<file path="src/inc/stop_wake_regs.svh">
// Register offsets, field positions and timing counts of the stop-mode wake controller
`ifndef STOP_WAKE_REGS_SVH
`define STOP_WAKE_REGS_SVH

`define BANK_F 4'hf
`define ADDR_STOP_RECOVERY_CONTROL 8'h0b
`define ADDR_STOP_RECOVERY_SOURCE_TWO 8'h0d
`define ADDR_PORT_THREE_MODE 8'hf7

`define SRC_FLAG_BIT 7
`define SRC_LEVEL_BIT 6
`define SRC_DELAY_BIT 5
`define SRC_SEL_LO 2
`define SRC_SEL_HI 4
`define SRC_DIV_BIT 0
`define SRT_LEVEL_BIT 6
`define PORT3_MODE_IRQ_BIT 1

`define CTRL_RESET 8'h00
`define SRT_RESET 8'h00
`define PORT3_MODE_RESET 8'h00

`define PRESCALE_DIV 5'h10

// Reset delay after recovery, in ns and in 50 ns cycles of ref_clk
`define DELAY_SHORT_NS 900
`define DELAY_LONG_NS 25600
`define DELAY_SHORT_CYC ((`DELAY_SHORT_NS + 49) / 50)
`define DELAY_LONG_CYC ((`DELAY_LONG_NS + 49) / 50)

`endif

</file>
<file path="src/inc/stop_wake_pkg.sv">
// Types of the stop-mode wake controller
package stop_wake_pkg;

  typedef enum logic [2:0] {
    src_por_only = 3'b000,
    src_nand_p2_lo = 3'b001,
    src_nand_p2_all = 3'b010,
    src_nor_p3 = 3'b011,
    src_nand_p3 = 3'b100,
    src_nor_p3_p0 = 3'b101,
    src_nand_p3_p0 = 3'b110,
    src_nand_p3_p2 = 3'b111
  } wake_src_e;

  typedef struct packed {
    logic [7:0] p0;
    logic [7:0] p2;
    logic [7:0] p3;
  } port_bits_s;

  typedef struct packed {
    logic we;
    logic re;
    logic [3:0] bank;
    logic [7:0] addr;
    logic [7:0] wdata;
  } reg_req_s;

  typedef enum logic [1:0] {
    st_run = 2'b00,
    st_stop = 2'b01,
    st_delay = 2'b10
  } wake_state_e;

  // Table mapping the first register's source field to the gate decode
  typedef wake_src_e src_table_t [8];

endpackage

</file>
<file path="src/stop_wake_control.sv">
// Stop-mode wake controller: recovery registers, wake logic, prescaler, interrupt mux
`timescale 1ns/1ps
`include "stop_wake_regs.svh"
module stop_wake_control #(
  parameter stop_wake_pkg::src_table_t SRC_TABLE = '{
    stop_wake_pkg::src_por_only, stop_wake_pkg::src_nand_p2_lo,
    stop_wake_pkg::src_nand_p2_all, stop_wake_pkg::src_nor_p3,
    stop_wake_pkg::src_nand_p3, stop_wake_pkg::src_nor_p3_p0,
    stop_wake_pkg::src_nand_p3_p0, stop_wake_pkg::src_nand_p3_p2},
  parameter int DELAY_LONG_CYCLES = `DELAY_LONG_CYC
) (
  input wire logic ref_clk,
  input wire logic reset,
  input wire stop_wake_pkg::reg_req_s req,
  output logic [7:0] rdata,
  output logic rvalid,
  input wire stop_wake_pkg::port_bits_s pins,
  input wire stop_wake_pkg::port_bits_s is_output,
  input wire logic stop_enter,
  output logic in_stop,
  output logic recovery_reset,
  output logic core_clk_en,
  output logic timer_interrupt_clk_en,
  output logic shared_irq,
  output logic wake_async
);
  localparam int SHORT_CYC = `DELAY_SHORT_CYC;
  localparam int CNT_W = 16;

  logic [7:0] ctrl_r, ctrl_nxt;
  logic [7:0] srt_r, srt_nxt;
  logic [7:0] port3_mode_r, port3_mode_nxt;
  logic flag_r, flag_nxt;
  stop_wake_pkg::wake_state_e state_r, state_nxt;
  logic [CNT_W-1:0] cnt_r, cnt_nxt;
  logic [3:0] pre_r, pre_nxt;
  logic [7:0] rdata_nxt;
  logic rvalid_nxt;
  logic [2:0] sel_one;
  logic wake_one, wake_two;
  stop_wake_pkg::port_bits_s pins_s1, pins_s2, pins_s3, pins_st, pins_st_nxt;
  logic wake_sync;
  logic recover;
  logic hit_ctrl, hit_srt, hit_port3_mode;

  // Source field decoded through a table, not a fixed mapping
  assign sel_one = 3'(SRC_TABLE[ctrl_r[`SRC_SEL_HI:`SRC_SEL_LO]]);

  // Gates see the raw pins so wake works with the core clock stopped
  wake_gate u_gate_one (
    .sel(sel_one),
    .level_high(ctrl_r[`SRC_LEVEL_BIT]),
    .pins(pins),
    .is_output(is_output),
    .wake(wake_one)
  );

  wake_gate u_gate_two (
    .sel(srt_r[`SRC_SEL_HI:`SRC_SEL_LO]),
    .level_high(srt_r[`SRT_LEVEL_BIT]),
    .pins(pins),
    .is_output(is_output),
    .wake(wake_two)
  );

  assign wake_async = wake_one | wake_two;

  // Clocked copy for the state machine: recompute from agreed pin samples
  logic wake_one_s, wake_two_s;
  wake_gate u_gate_one_s (
    .sel(sel_one),
    .level_high(ctrl_r[`SRC_LEVEL_BIT]),
    .pins(pins_st),
    .is_output(is_output),
    .wake(wake_one_s)
  );

  wake_gate u_gate_two_s (
    .sel(srt_r[`SRC_SEL_HI:`SRC_SEL_LO]),
    .level_high(srt_r[`SRT_LEVEL_BIT]),
    .pins(pins_st),
    .is_output(is_output),
    .wake(wake_two_s)
  );

  assign wake_sync = wake_one_s | wake_two_s;

  // Pin state updates only once second and third stages agree
  always_comb begin
    pins_st_nxt = pins_st;
    if (pins_s2 == pins_s3) begin
      pins_st_nxt = pins_s3;
    end
  end

  assign hit_ctrl = (req.bank == `BANK_F) && (req.addr == `ADDR_STOP_RECOVERY_CONTROL);
  assign hit_srt = (req.bank == `BANK_F) && (req.addr == `ADDR_STOP_RECOVERY_SOURCE_TWO);
  assign hit_port3_mode = (req.addr == `ADDR_PORT_THREE_MODE);
  assign recover = (state_r == stop_wake_pkg::st_stop) && wake_sync;

  always_comb begin
    state_nxt = state_r;
    cnt_nxt = cnt_r;
    case (state_r)
      stop_wake_pkg::st_run: begin
        if (stop_enter) begin
          state_nxt = stop_wake_pkg::st_stop;
        end
      end
      stop_wake_pkg::st_stop: begin
        if (wake_sync) begin
          state_nxt = stop_wake_pkg::st_delay;
          if (ctrl_r[`SRC_DELAY_BIT]) begin
            cnt_nxt = CNT_W'(DELAY_LONG_CYCLES - 1);
          end else begin
            cnt_nxt = CNT_W'(SHORT_CYC - 1);
          end
        end
      end
      stop_wake_pkg::st_delay: begin
        if (cnt_r == '0) begin
          state_nxt = stop_wake_pkg::st_run;
        end else begin
          cnt_nxt = cnt_r - 1'b1;
        end
      end
      default: state_nxt = stop_wake_pkg::st_run;
    endcase
  end

  always_comb begin
    ctrl_nxt = ctrl_r;
    srt_nxt = srt_r;
    port3_mode_nxt = port3_mode_r;
    flag_nxt = flag_r | recover;
    rdata_nxt = rdata;
    rvalid_nxt = 1'b0;
    if (req.we && hit_ctrl) begin
      ctrl_nxt = {1'b0, req.wdata[6:0]};
    end
    if (req.we && hit_srt) begin
      // Reserved bits are held at 0 whatever is written
      srt_nxt = req.wdata & 8'h5c;
    end
    if (req.we && hit_port3_mode) begin
      port3_mode_nxt = req.wdata;
    end
    if (recover) begin
      ctrl_nxt[`SRC_DIV_BIT] = 1'b0;
    end
    if (req.re) begin
      rvalid_nxt = 1'b1;
      // Only the recovery flag reads back; write-only bits read 0
      rdata_nxt = hit_ctrl ? {flag_r, 7'h00} : 8'h00;
    end
  end

  // Prescaler free-runs; enables pulse every 16 cycles when selected
  always_comb begin
    pre_nxt = pre_r + 1'b1;
  end

  always_comb begin
    if (ctrl_r[`SRC_DIV_BIT]) begin
      core_clk_en = (pre_r == 4'(`PRESCALE_DIV - 1)) && (state_r == stop_wake_pkg::st_run);
      timer_interrupt_clk_en = (pre_r == 4'(`PRESCALE_DIV - 1));
    end else begin
      core_clk_en = (state_r == stop_wake_pkg::st_run);
      timer_interrupt_clk_en = 1'b1;
    end
  end

  assign in_stop = (state_r == stop_wake_pkg::st_stop);
  assign recovery_reset = (state_r == stop_wake_pkg::st_delay);
  assign shared_irq = port3_mode_r[`PORT3_MODE_IRQ_BIT] ? wake_sync : pins_st.p3[3];

  always_ff @(posedge ref_clk) begin
    if (reset) begin
      ctrl_r <= `CTRL_RESET;
      srt_r <= `SRT_RESET;
      port3_mode_r <= `PORT3_MODE_RESET;
      flag_r <= 1'b0;
      state_r <= stop_wake_pkg::st_run;
      cnt_r <= '0;
      pre_r <= 4'h0;
      rdata <= 8'h00;
      rvalid <= 1'b0;
      pins_s1 <= '0;
      pins_s2 <= '0;
      pins_s3 <= '0;
      pins_st <= '0;
    end else begin
      ctrl_r <= ctrl_nxt;
      srt_r <= srt_nxt;
      port3_mode_r <= port3_mode_nxt;
      flag_r <= flag_nxt;
      state_r <= state_nxt;
      cnt_r <= cnt_nxt;
      pre_r <= pre_nxt;
      rdata <= rdata_nxt;
      rvalid <= rvalid_nxt;
      pins_s1 <= pins;
      pins_s2 <= pins_s1;
      pins_s3 <= pins_s2;
      pins_st <= pins_st_nxt;
    end
  end
endmodule

</file>
<file path="src/wake_gate.sv">
// Pin-group NAND/NOR gate that builds one wake condition
`timescale 1ns/1ps
module wake_gate (
  input wire logic [2:0] sel,
  input wire logic level_high,
  input wire stop_wake_pkg::port_bits_s pins,
  input wire stop_wake_pkg::port_bits_s is_output,
  output logic wake
);
  logic [7:0] grp_mask_p0;
  logic [7:0] grp_mask_p2;
  logic [7:0] grp_mask_p3;
  logic use_nor;
  logic any_high;
  logic any_low;
  logic gate_out;
  logic [7:0] m0;
  logic [7:0] m2;
  logic [7:0] m3;

  always_comb begin
    grp_mask_p0 = 8'h00;
    grp_mask_p2 = 8'h00;
    grp_mask_p3 = 8'h00;
    use_nor = 1'b0;
    case (stop_wake_pkg::wake_src_e'(sel))
      stop_wake_pkg::src_nand_p2_lo: grp_mask_p2 = 8'h0f;
      stop_wake_pkg::src_nand_p2_all: grp_mask_p2 = 8'hff;
      stop_wake_pkg::src_nor_p3: begin
        grp_mask_p3 = 8'h0e;
        use_nor = 1'b1;
      end
      stop_wake_pkg::src_nand_p3: grp_mask_p3 = 8'h0e;
      stop_wake_pkg::src_nor_p3_p0: begin
        grp_mask_p3 = 8'h0e;
        grp_mask_p0 = 8'h81;
        use_nor = 1'b1;
      end
      stop_wake_pkg::src_nand_p3_p0: begin
        grp_mask_p3 = 8'h0e;
        grp_mask_p0 = 8'h81;
      end
      stop_wake_pkg::src_nand_p3_p2: begin
        grp_mask_p3 = 8'h0e;
        grp_mask_p2 = 8'h07;
      end
      default: grp_mask_p0 = 8'h00;
    endcase
  end

  // Output pins drop out of the gate
  assign m0 = grp_mask_p0 & ~is_output.p0;
  assign m2 = grp_mask_p2 & ~is_output.p2;
  assign m3 = grp_mask_p3 & ~is_output.p3;
  assign any_high = |({m0, m2, m3} & {pins.p0, pins.p2, pins.p3});
  assign any_low = |({m0, m2, m3} & ~{pins.p0, pins.p2, pins.p3});

  // NAND of the active inputs is high when any is low; NOR low when any is high
  always_comb begin
    if (({m0, m2, m3} == 24'h000000) || (sel == 3'h0)) begin
      gate_out = 1'b0;
    end else if (use_nor) begin
      gate_out = ~any_high;
    end else begin
      gate_out = any_low;
    end
  end

  // Level low wakes on gate output low; 0 disables an empty group entirely
  assign wake = ((sel != 3'h0) && ({m0, m2, m3} != 24'h000000)) ?
                (gate_out ^ ~level_high) : 1'b0;
endmodule
</file>
<file path="config.mk">
export PLATFORM = sky130hd
export DESIGN_NAME = stop_wake_control
export DESIGN_NICKNAME = d
export VERILOG_FILES = /design/src/inc/stop_wake_pkg.sv /design/src/stop_wake_control.sv /design/src/wake_gate.sv
export VERILOG_INCLUDE_DIRS = /design/src /design/src/inc
export SDC_FILE = /design/constraint.sdc
export NUM_CORES = 1
export LEC_CHECK = 0
export ABC_CLOCK_PERIOD_IN_PS = 3400
export BUFFER_PORTS_ARGS = -buffer_cell sky130_fd_sc_hd__buf_4
export CAP_MARGIN = 0
export CORE_ASPECT_RATIO = 0.6
export CORE_MARGIN = 8
export CORE_UTILIZATION = 60
export CTS_CLUSTER_SIZE = 14
export DETAILED_ROUTE_END_ITERATION = 8
export PLACE_DENSITY = 0.84
export SLEW_MARGIN = 40
export SYNTH_ARGS = -nofsm -noshare
export SYNTH_HDL_FRONTEND = slang
export SYNTH_SLANG_ARGS = --single-unit
</file>
<file path="constraint.sdc">
create_clock -name ref_clk -period 3.4 [get_ports ref_clk]
set_input_delay 0.17 -clock ref_clk [delete_from_list [all_inputs] [get_ports ref_clk]]
set_output_delay 0.17 -clock ref_clk [all_outputs]
set_load 0.03 [all_outputs]
</file>
== Word level (Yosys, flattened, before mapping) ==
Memory sizes are Yosys's and may differ from the RTL's.
Index checks and enable logic that the tools add are counted.
Operators by class
  div/mod/pow operators: 0
  $lt $le $gt $ge: 1
  multiplexer cells: 35
  bitwise logic cells: 33
  shift-type cells: 0
  reduce and logical (&&, ||, !) cells: 39
  add/subtract/negate cells: 2
  multipliers: 0
  equality and inequality tests: 26
Operators by type and width (count)
  24-bit AND: 8
  24-bit OR reduction: 8
  24-bit logical NOT: 2
  24-bit inverter: 2
  8-bit one-hot mux with 3 select lines: 2
  24-bit nonzero test: 2
  8-bit AND: 5
  16-bit 2-to-1 mux: 2
  16-bit one-hot mux with 2 select lines: 1
  24-bit == test: 1
  3-bit == test, second input constant: 8
  8-bit 2-to-1 mux: 3
  8-bit inverter: 3
  1-bit 2-to-1 mux: 18
  8-bit by 4-bit == test with 1-bit output, second input constant: 2
  16-bit logical NOT: 1
  16-bit by 1-bit subtractor with 16-bit output, second input constant: 1
  3-bit by 2-bit == test with 1-bit output, second input constant: 4
  2-bit OR reduction: 5
  5-bit OR reduction: 2
  1-bit logical AND: 9
  9-bit 2-to-1 mux: 1
  4-bit by 8-bit AND with 8-bit output: 1
  4-bit == test, second input constant: 2
  other kinds (22): 43
Storage, ports and cells
  memories kept: 1
  ROM bits: 24
  memory bits (writable): 0
  register bits after elaboration: 141
  bits of input ports: 73
  latch bits: 0
Memories
  (no name shown): depth 8, width 3, rd ports 1, clocked after memory_dff 0, write ports 0, line stop_wake_control.sv:47  | assign sel_one = 3'(SRC_TABLE[ctrl_r[`SRC_SEL_HI:`SRC_SEL_LO]]);

== Depth between registers and ports, before layout ==
  word-level depth: 18
  gate-level depth with buffers: 10

== Modules after synthesis ==
From an unflattened synthesis, not the netlist that was laid out.
Second synthesis, totals
  cell total of the unflattened synthesis: 705
  area total of the unflattened synthesis: 6451.2 um2
By module, submodules not included
  stop_wake_control: cells each 489, instances 1, area an instance 5079.9 um2
  wake_gate: cells each 54, instances 4, area an instance 342.8 um2

== Worst setup path before layout ==
OpenSTA, ideal clock, no wires.
  kind: register to output
  start point: register ctrl_r[3]
  end point: output port shared_irq
  path slack: 1266 ps
  stages on the path, launching flop included: 8
  path buffers: 0
  data arrival time: 1964 ps
  cells stage by stage: dfxtp_1 or2_1 a211oi_1 nor3_1 o211ai_2 xor2_1 a32oi_1 a21oi_1
On the way
  cells in the longest elaborated chain, start to end: 17
  elaborated cells between the ends (all ways): 38
  classes of those cells: eq/ne (7); mux (10); bitwise (9); reduce/logical (11); memory (1)
Ends and longest elaborated chain
  from (decl): line stop_wake_control.sv:30  | logic [7:0] ctrl_r, ctrl_nxt;
  from (signal assigned): line stop_wake_control.sv:179  | ctrl_r <= `CTRL_RESET;
  from (signal assigned): line stop_wake_control.sv:193  | ctrl_r <= ctrl_nxt;
  3-bit inverter with 4-bit output (*): line stop_wake_control.sv:47
  memory 8 x 3 bit (*)
  3-bit 2-to-1 mux (*) (2 in a row): line stop_wake_control.sv:47
  3-bit == test or 3-bit by 2-bit == test with 1-bit output (tied branches): line wake_gate.sv:26  | case (stop_wake_pkg::wake_src_e'(sel))
  5-bit OR reduction (no source line) or 2-bit OR reduction (tied branches)
  4-bit 2-to-1 mux or 8-bit 2-to-1 mux (tied branches): line wake_gate.sv:26
  8-bit AND (on tied branches): line wake_gate.sv:54, wake_gate.sv:52
  24-bit AND: line wake_gate.sv:55  | assign any_high = |({m0, m2, m3} & {pins.p0, pins.p2, pins.p3});
  24-bit OR reduction: line wake_gate.sv:55
  1-bit inverter: line wake_gate.sv:63  | gate_out = ~any_high;
  1-bit 2-to-1 mux: line wake_gate.sv:62  | end else if (use_nor) begin
  1-bit 2-to-1 mux: line wake_gate.sv:60  | if (({m0, m2, m3} == 24'h000000) || (sel == 3'h0)) begin
  1-bit bitwise XOR: line wake_gate.sv:71  | (gate_out ^ ~level_high) : 1'b0;
  1-bit 2-to-1 mux (*): line wake_gate.sv:70  | assign wake = ((sel != 3'h0) && ({m0, m2, m3} != 24'h000000)) ?
  1-bit OR (*): line stop_wake_control.sv:86  | assign wake_sync = wake_one_s | wake_two_s;
  1-bit 2-to-1 mux (*): line stop_wake_control.sv:175  | assign shared_irq = port3_mode_r[`PORT3_MODE_IRQ_BIT] ? wake_sync : pins_st.p3[3];
  to (decl): line stop_wake_control.sv:24  | output logic shared_irq,
Every way passes the cells marked *; elsewhere a longest branch is shown, timed or not. The select of a mux whose other input is x is not followed.

== Worst setup path in the final report ==
  start point: register srt_r[4]
  end point: output port shared_irq
On the way
  cells in the longest elaborated chain, start to end: 13
  elaborated cells between the ends (all ways): 34
  classes of those cells: eq/ne (7); mux (8); bitwise (8); reduce/logical (11)
Ends and longest elaborated chain
  from (decl): line stop_wake_control.sv:31  | logic [7:0] srt_r, srt_nxt;
  from (signal assigned): line stop_wake_control.sv:180  | srt_r <= `SRT_RESET;
  from (signal assigned): line stop_wake_control.sv:194  | srt_r <= srt_nxt;
  3-bit == test or 3-bit by 2-bit == test with 1-bit output (tied branches): line wake_gate.sv:26
  5-bit OR reduction (no source line) or 2-bit OR reduction (tied branches)
  4-bit 2-to-1 mux or 8-bit 2-to-1 mux (tied branches): line wake_gate.sv:26
  4-bit by 8-bit AND with 8-bit output or 8-bit AND (tied branches): line wake_gate.sv:54, wake_gate.sv:52
  24-bit AND: line wake_gate.sv:55
  24-bit OR reduction: line wake_gate.sv:55
  1-bit inverter: line wake_gate.sv:63
  1-bit 2-to-1 mux: line wake_gate.sv:62
  1-bit 2-to-1 mux: line wake_gate.sv:60
  1-bit bitwise XOR: line wake_gate.sv:71
  1-bit 2-to-1 mux (*): line wake_gate.sv:70
  1-bit OR (*): line stop_wake_control.sv:86
  1-bit 2-to-1 mux (*): line stop_wake_control.sv:175
Every way passes the cells marked *; elsewhere a longest branch is shown, timed or not.

==> impl_metrics.csv <==
group,metric,value,unit
final_layout,top_library_cells_by_usage_in_the_layout_fill_and_taps_aside,"121 x dfxtp_1, 71 x nor2b_1, 70 x buf_4, 53 x nor2_1, 27 x mux2i_1",
floorplanning,fp.dieW,137,um
clock_tree,clockRootBuffer,"clkbuf_16",
yosys,asyncSetResetFlopFracSynth,0,%
yosys,ys_seq_elements,121,
setup_path,worst-r2r-cell-count,8,
clock_tree,htree_num_levels,4,
global_routing,grt_pass1_wl,21.4,mm
worst_hold_path,hold_depth,3,
setup_path,worst_ep_required,3.23,ns
job,drv.max_cap_violation_count,0,
setup_path,worstSetupStartpointType,"flip-flop",
timing,slew_violations,0,
yosys,yosys_warnings,0,
timing,timing.max_slew.rel_slack,48.8,%
setup_path,critical_path.endpoint_type,"output port",
timing,timing.final.setup_violations,0,
yosys,synth.yosys.seq_area_share,46.1,%
timing,grt_setup_unrepaired,"no",
clock_tree,clk_pin_slew_worst_paths,0.06,ns
yosys,yosysTopAreaCellShare,46.1,%
routing,drt-total-wl,13.3,mm
timing,timing_worst_slew_pin_value,0.769,ns
timing,timing.setup.tns,0,ns
clock_tree,worstSkewPairLatency,0.41,ns
timing,finalWorstPathRequiredPeriod,2.95,ns
yosys,synth_ff_type,"dfxtp_1",
routing,detail_route.drc_violations,0,
worst_hold_path,holdPathEnd,"ctrl_r[4]",
setup_path,timing.critical_path.slowest_stage_cell,"dfxtp_1",
routing,routed-via-count,4408,
final_layout,syn2layout_area_growth,25.9,%
routing,routedWlPerCell,17.4,um
global_routing,maximum_number_of_pins_on_one_net_before_global_route_repair,122,
place,port_buffers,68,
place,detailedPlacementHpwl,9.15,mm
setup_path,critical_path_class,"flip-flop to output port",
setup_path,cp_max_fo,16,
run_status,status,"finished clean",
setup_path,r2r_setup_slack,0.72,ns
place,pre_cts_ws,0.815,ns
timing,hold_viol_final,0,
floorplanning,dieArea,0.0121,mm2
yosys,synth_cells,555,
yosys,syn_area,0.00525,mm2
yosys,syn_area_per_cell,9.46,um2
setup_path,crit_path_cell_trace,"nand2b_1 -> nor2_1 -> o31a_1 -> a311oi_4 -> o21ai_0 -> a32oi_1 -> a21oi_1 -> buf_4",
clock_tree,post_cts.repair.setup_buffers,0,
power_and_ir_drop,vdd_drop_max,0.000376,V
global_routing,groute.usage.overall,22.7,%
floorplanning,effective_utilization_at_floorplan,61.8,%
power_and_ir_drop,pwr_density_cell,526,mW/mm2
yosys,synth-edff-count,0,
floorplanning,ioPinCount,88,
routing,viasPerCell,5.75,
clock_tree,cts_num_sinks,121,
floorplanning,design.core.area,0.00849,mm2
setup_path,timing.critical_path.arrival,2.78,ns
clock_tree,cts-buffers-inserted,17,
timing,final.setup.worst_slack,0.451,ns
final_layout,mostFrequentLayoutCell,"dfxtp_1",
yosys,yosys.area.top_type,"dfxtp_1",
final_layout,finalNetCount,716,
timing,min_period_over_period,86.7,%
final_layout,n_fill_cell,555,
power_and_ir_drop,leakagePower,2.78,nW
worst_hold_path,min-delay-path-class,"primary input to flip-flop",
routing,first_iter_violations,378,
clock_tree,clock_path_buffers,2,
timing,clock-skew-final,0.00961,ns
routing,ant_nets,0,
global_routing,number_of_global_route_vias_before_repair,4289,
setup_path,largest_stage_delay_on_the_critical_path,0.69,ns
global_routing,antenna_found_initial,0,
routing,drt_pre_antenna_iters,5,
yosys,yosys.cell_types.count,63,
worst_hold_path,startpoint_of_the_lowest_slack_hold_path,"req[4]",
place,place.gp.congestion,0.929,
final_layout,antennaDiodeCount,0,
final_layout,fraction_of_layout_instances_using_a_drive_strength_above_1,19.4,%
floorplanning,die_height,88.5,um
clock_tree,cts_tree,"done",
global_routing,gr-total-overflow,0,
floorplanning,placementRows,26,
timing,fmax,339,MHz
setup_path,worstReg2RegStart,"srt_r[4]",
setup_path,reg2reg_to,"cnt_r[5]",
yosys,ys_top_cells_by_area,"dfxtp_1 46%, nor2b_1 8.5%, mux2i_1 5.1%",
[cells in the mapped netlist (all sizes together) (2+ instances only)]
cell / n
inv: 17
nand2b: 10
a311o: 2
and3: 4
nor3: 21
a211oi: 3
o22ai: 13
o211ai: 5
o2111ai: 2
mux2i: 27
o31ai: 6
a21o: 3
nand2: 16
o21a: 2
or4: 2
xnor2: 23
a311oi: 3
a21oi: 15
xor2: 16
nor4b: 2
or3: 8
o21ai: 10
dfxtp: 121
o311ai: 2
nor2: 53
nand3: 18
buf: 19
nor4: 9
o221ai: 6
a31oi: 6
clkbuf: 14
ha: 2
nand4: 9
nor2b: 72
[critical path, delay by kind of cell, from the launching register on]
family / cells / cell delay [ns]
compound gates: 5 / 1.15
buf+inv: 1 / 0.18
flops: 1 / 0.69
simple gates: 2 / 0.34
[stage by stage]
step / hold slack, ns / util, % / cell area [um2] / power [mW] / instances
final: 0.00663 / 77.9 / 6610 / 3.48 / 766
after global routing: 0.0229 / 77.9 / 6610 / 3.58 / 766
after CTS: 0.000444 / 77.8 / 6610 / 3.49 / 766
after detailed placement: 0.384 / 68.1 / 5780 / 1.72 / 711
after global placement: 0.382 / 68.0 / 5770 / 1.71 / 711
after floorplan: 0.295 / - / 5270 / 1.62 / 561
[power by group]
part	switching (mW)	internal (mW)	total (mW)
clock network	0.645	1.12	1.77
logic	0.120	0.116	0.236
registers	0.0195	1.46	1.48
[per-layer routing]
metal	routed length (um)	track usage (%)	vias to the layer above	share of wire, %
met5	0	0	-	0
met4	149	8.73	0	1.1
met3	1220	6.63	16	9.2
met2	5540	32.3	189	42
met1	6420	31.6	2104	48
li1	-	-	2099	-
[repair_timing]
| action | 4_1_cts | 5_1_grt |
|---|---|---|
| gates resized for setup | 0 | 0 |
| hold buffers | 23 | 0 |
| hold endpoints to repair | 23 | 0 |
[final cells by class]
class | count | area [um2] | area share (%)
Inverter | 17 | 63.8 | 0.965
Multi-Input combinational cell | 390 | 2620 | 39.6
Clock inverter | 9 | 88.8 | 1.34
Timing Repair Buffer | 94 | 769 | 11.6
Clock buffer | 23 | 508 | 7.68
Sequential cell | 121 | 2420 | 36.6
Tap cell | 112 | 140 | 2.12
[sequential cells by signal, summed over array words and instances, names as in the netlist]
| signal | cells |
|---|---|
| cnt_r | 16 |
| ctrl_r | 6 |
| flag_r | 1 |
| pins_s1 | 24 |
| pins_s2 | 24 |
| pins_s3 | 24 |
| pins_st | 13 |
| port3_mode_r | 1 |
| pre_r | 4 |
| rdata | 1 |
| rvalid | 1 |
| srt_r | 4 |
| state_r | 2 |
[kinds of logic after synthesis]
group / Yosys count / synth area share, %
AO/OA/AOI/OAI: 87 / 12.8
XOR/XNOR: 39 / 6.50
adder cells (fa/ha/maj): 2 / 0.476
buffers and inverters: 50 / 4.50
flip-flops: 121 / 46.1
multiplexers: 28 / 5.36
other: 1 / 0.0714
AND/OR/NAND/NOR: 227 / 24.2
[how the worst max path moves through the flow]
stage / slack, ns / startpoint / cells past startpoint / end
3_5_place_dp: 0.82 / ctrl_r[3] / 8 / cnt_r[5]
4_1_cts: 0.49 / srt_r[4] / 8 / shared_irq
6_report: 0.45 / srt_r[4] / 8 / shared_irq
2_1_floorplan: 1.27 / ctrl_r[3] / 7 / shared_irq
3_3_place_gp: 0.85 / srt_r[4] / 8 / cnt_r[5]
5_1_grt: 0.24 / srt_r[4] / 8 / shared_irq
Note: power is estimated with default switching activity, not from simulation.
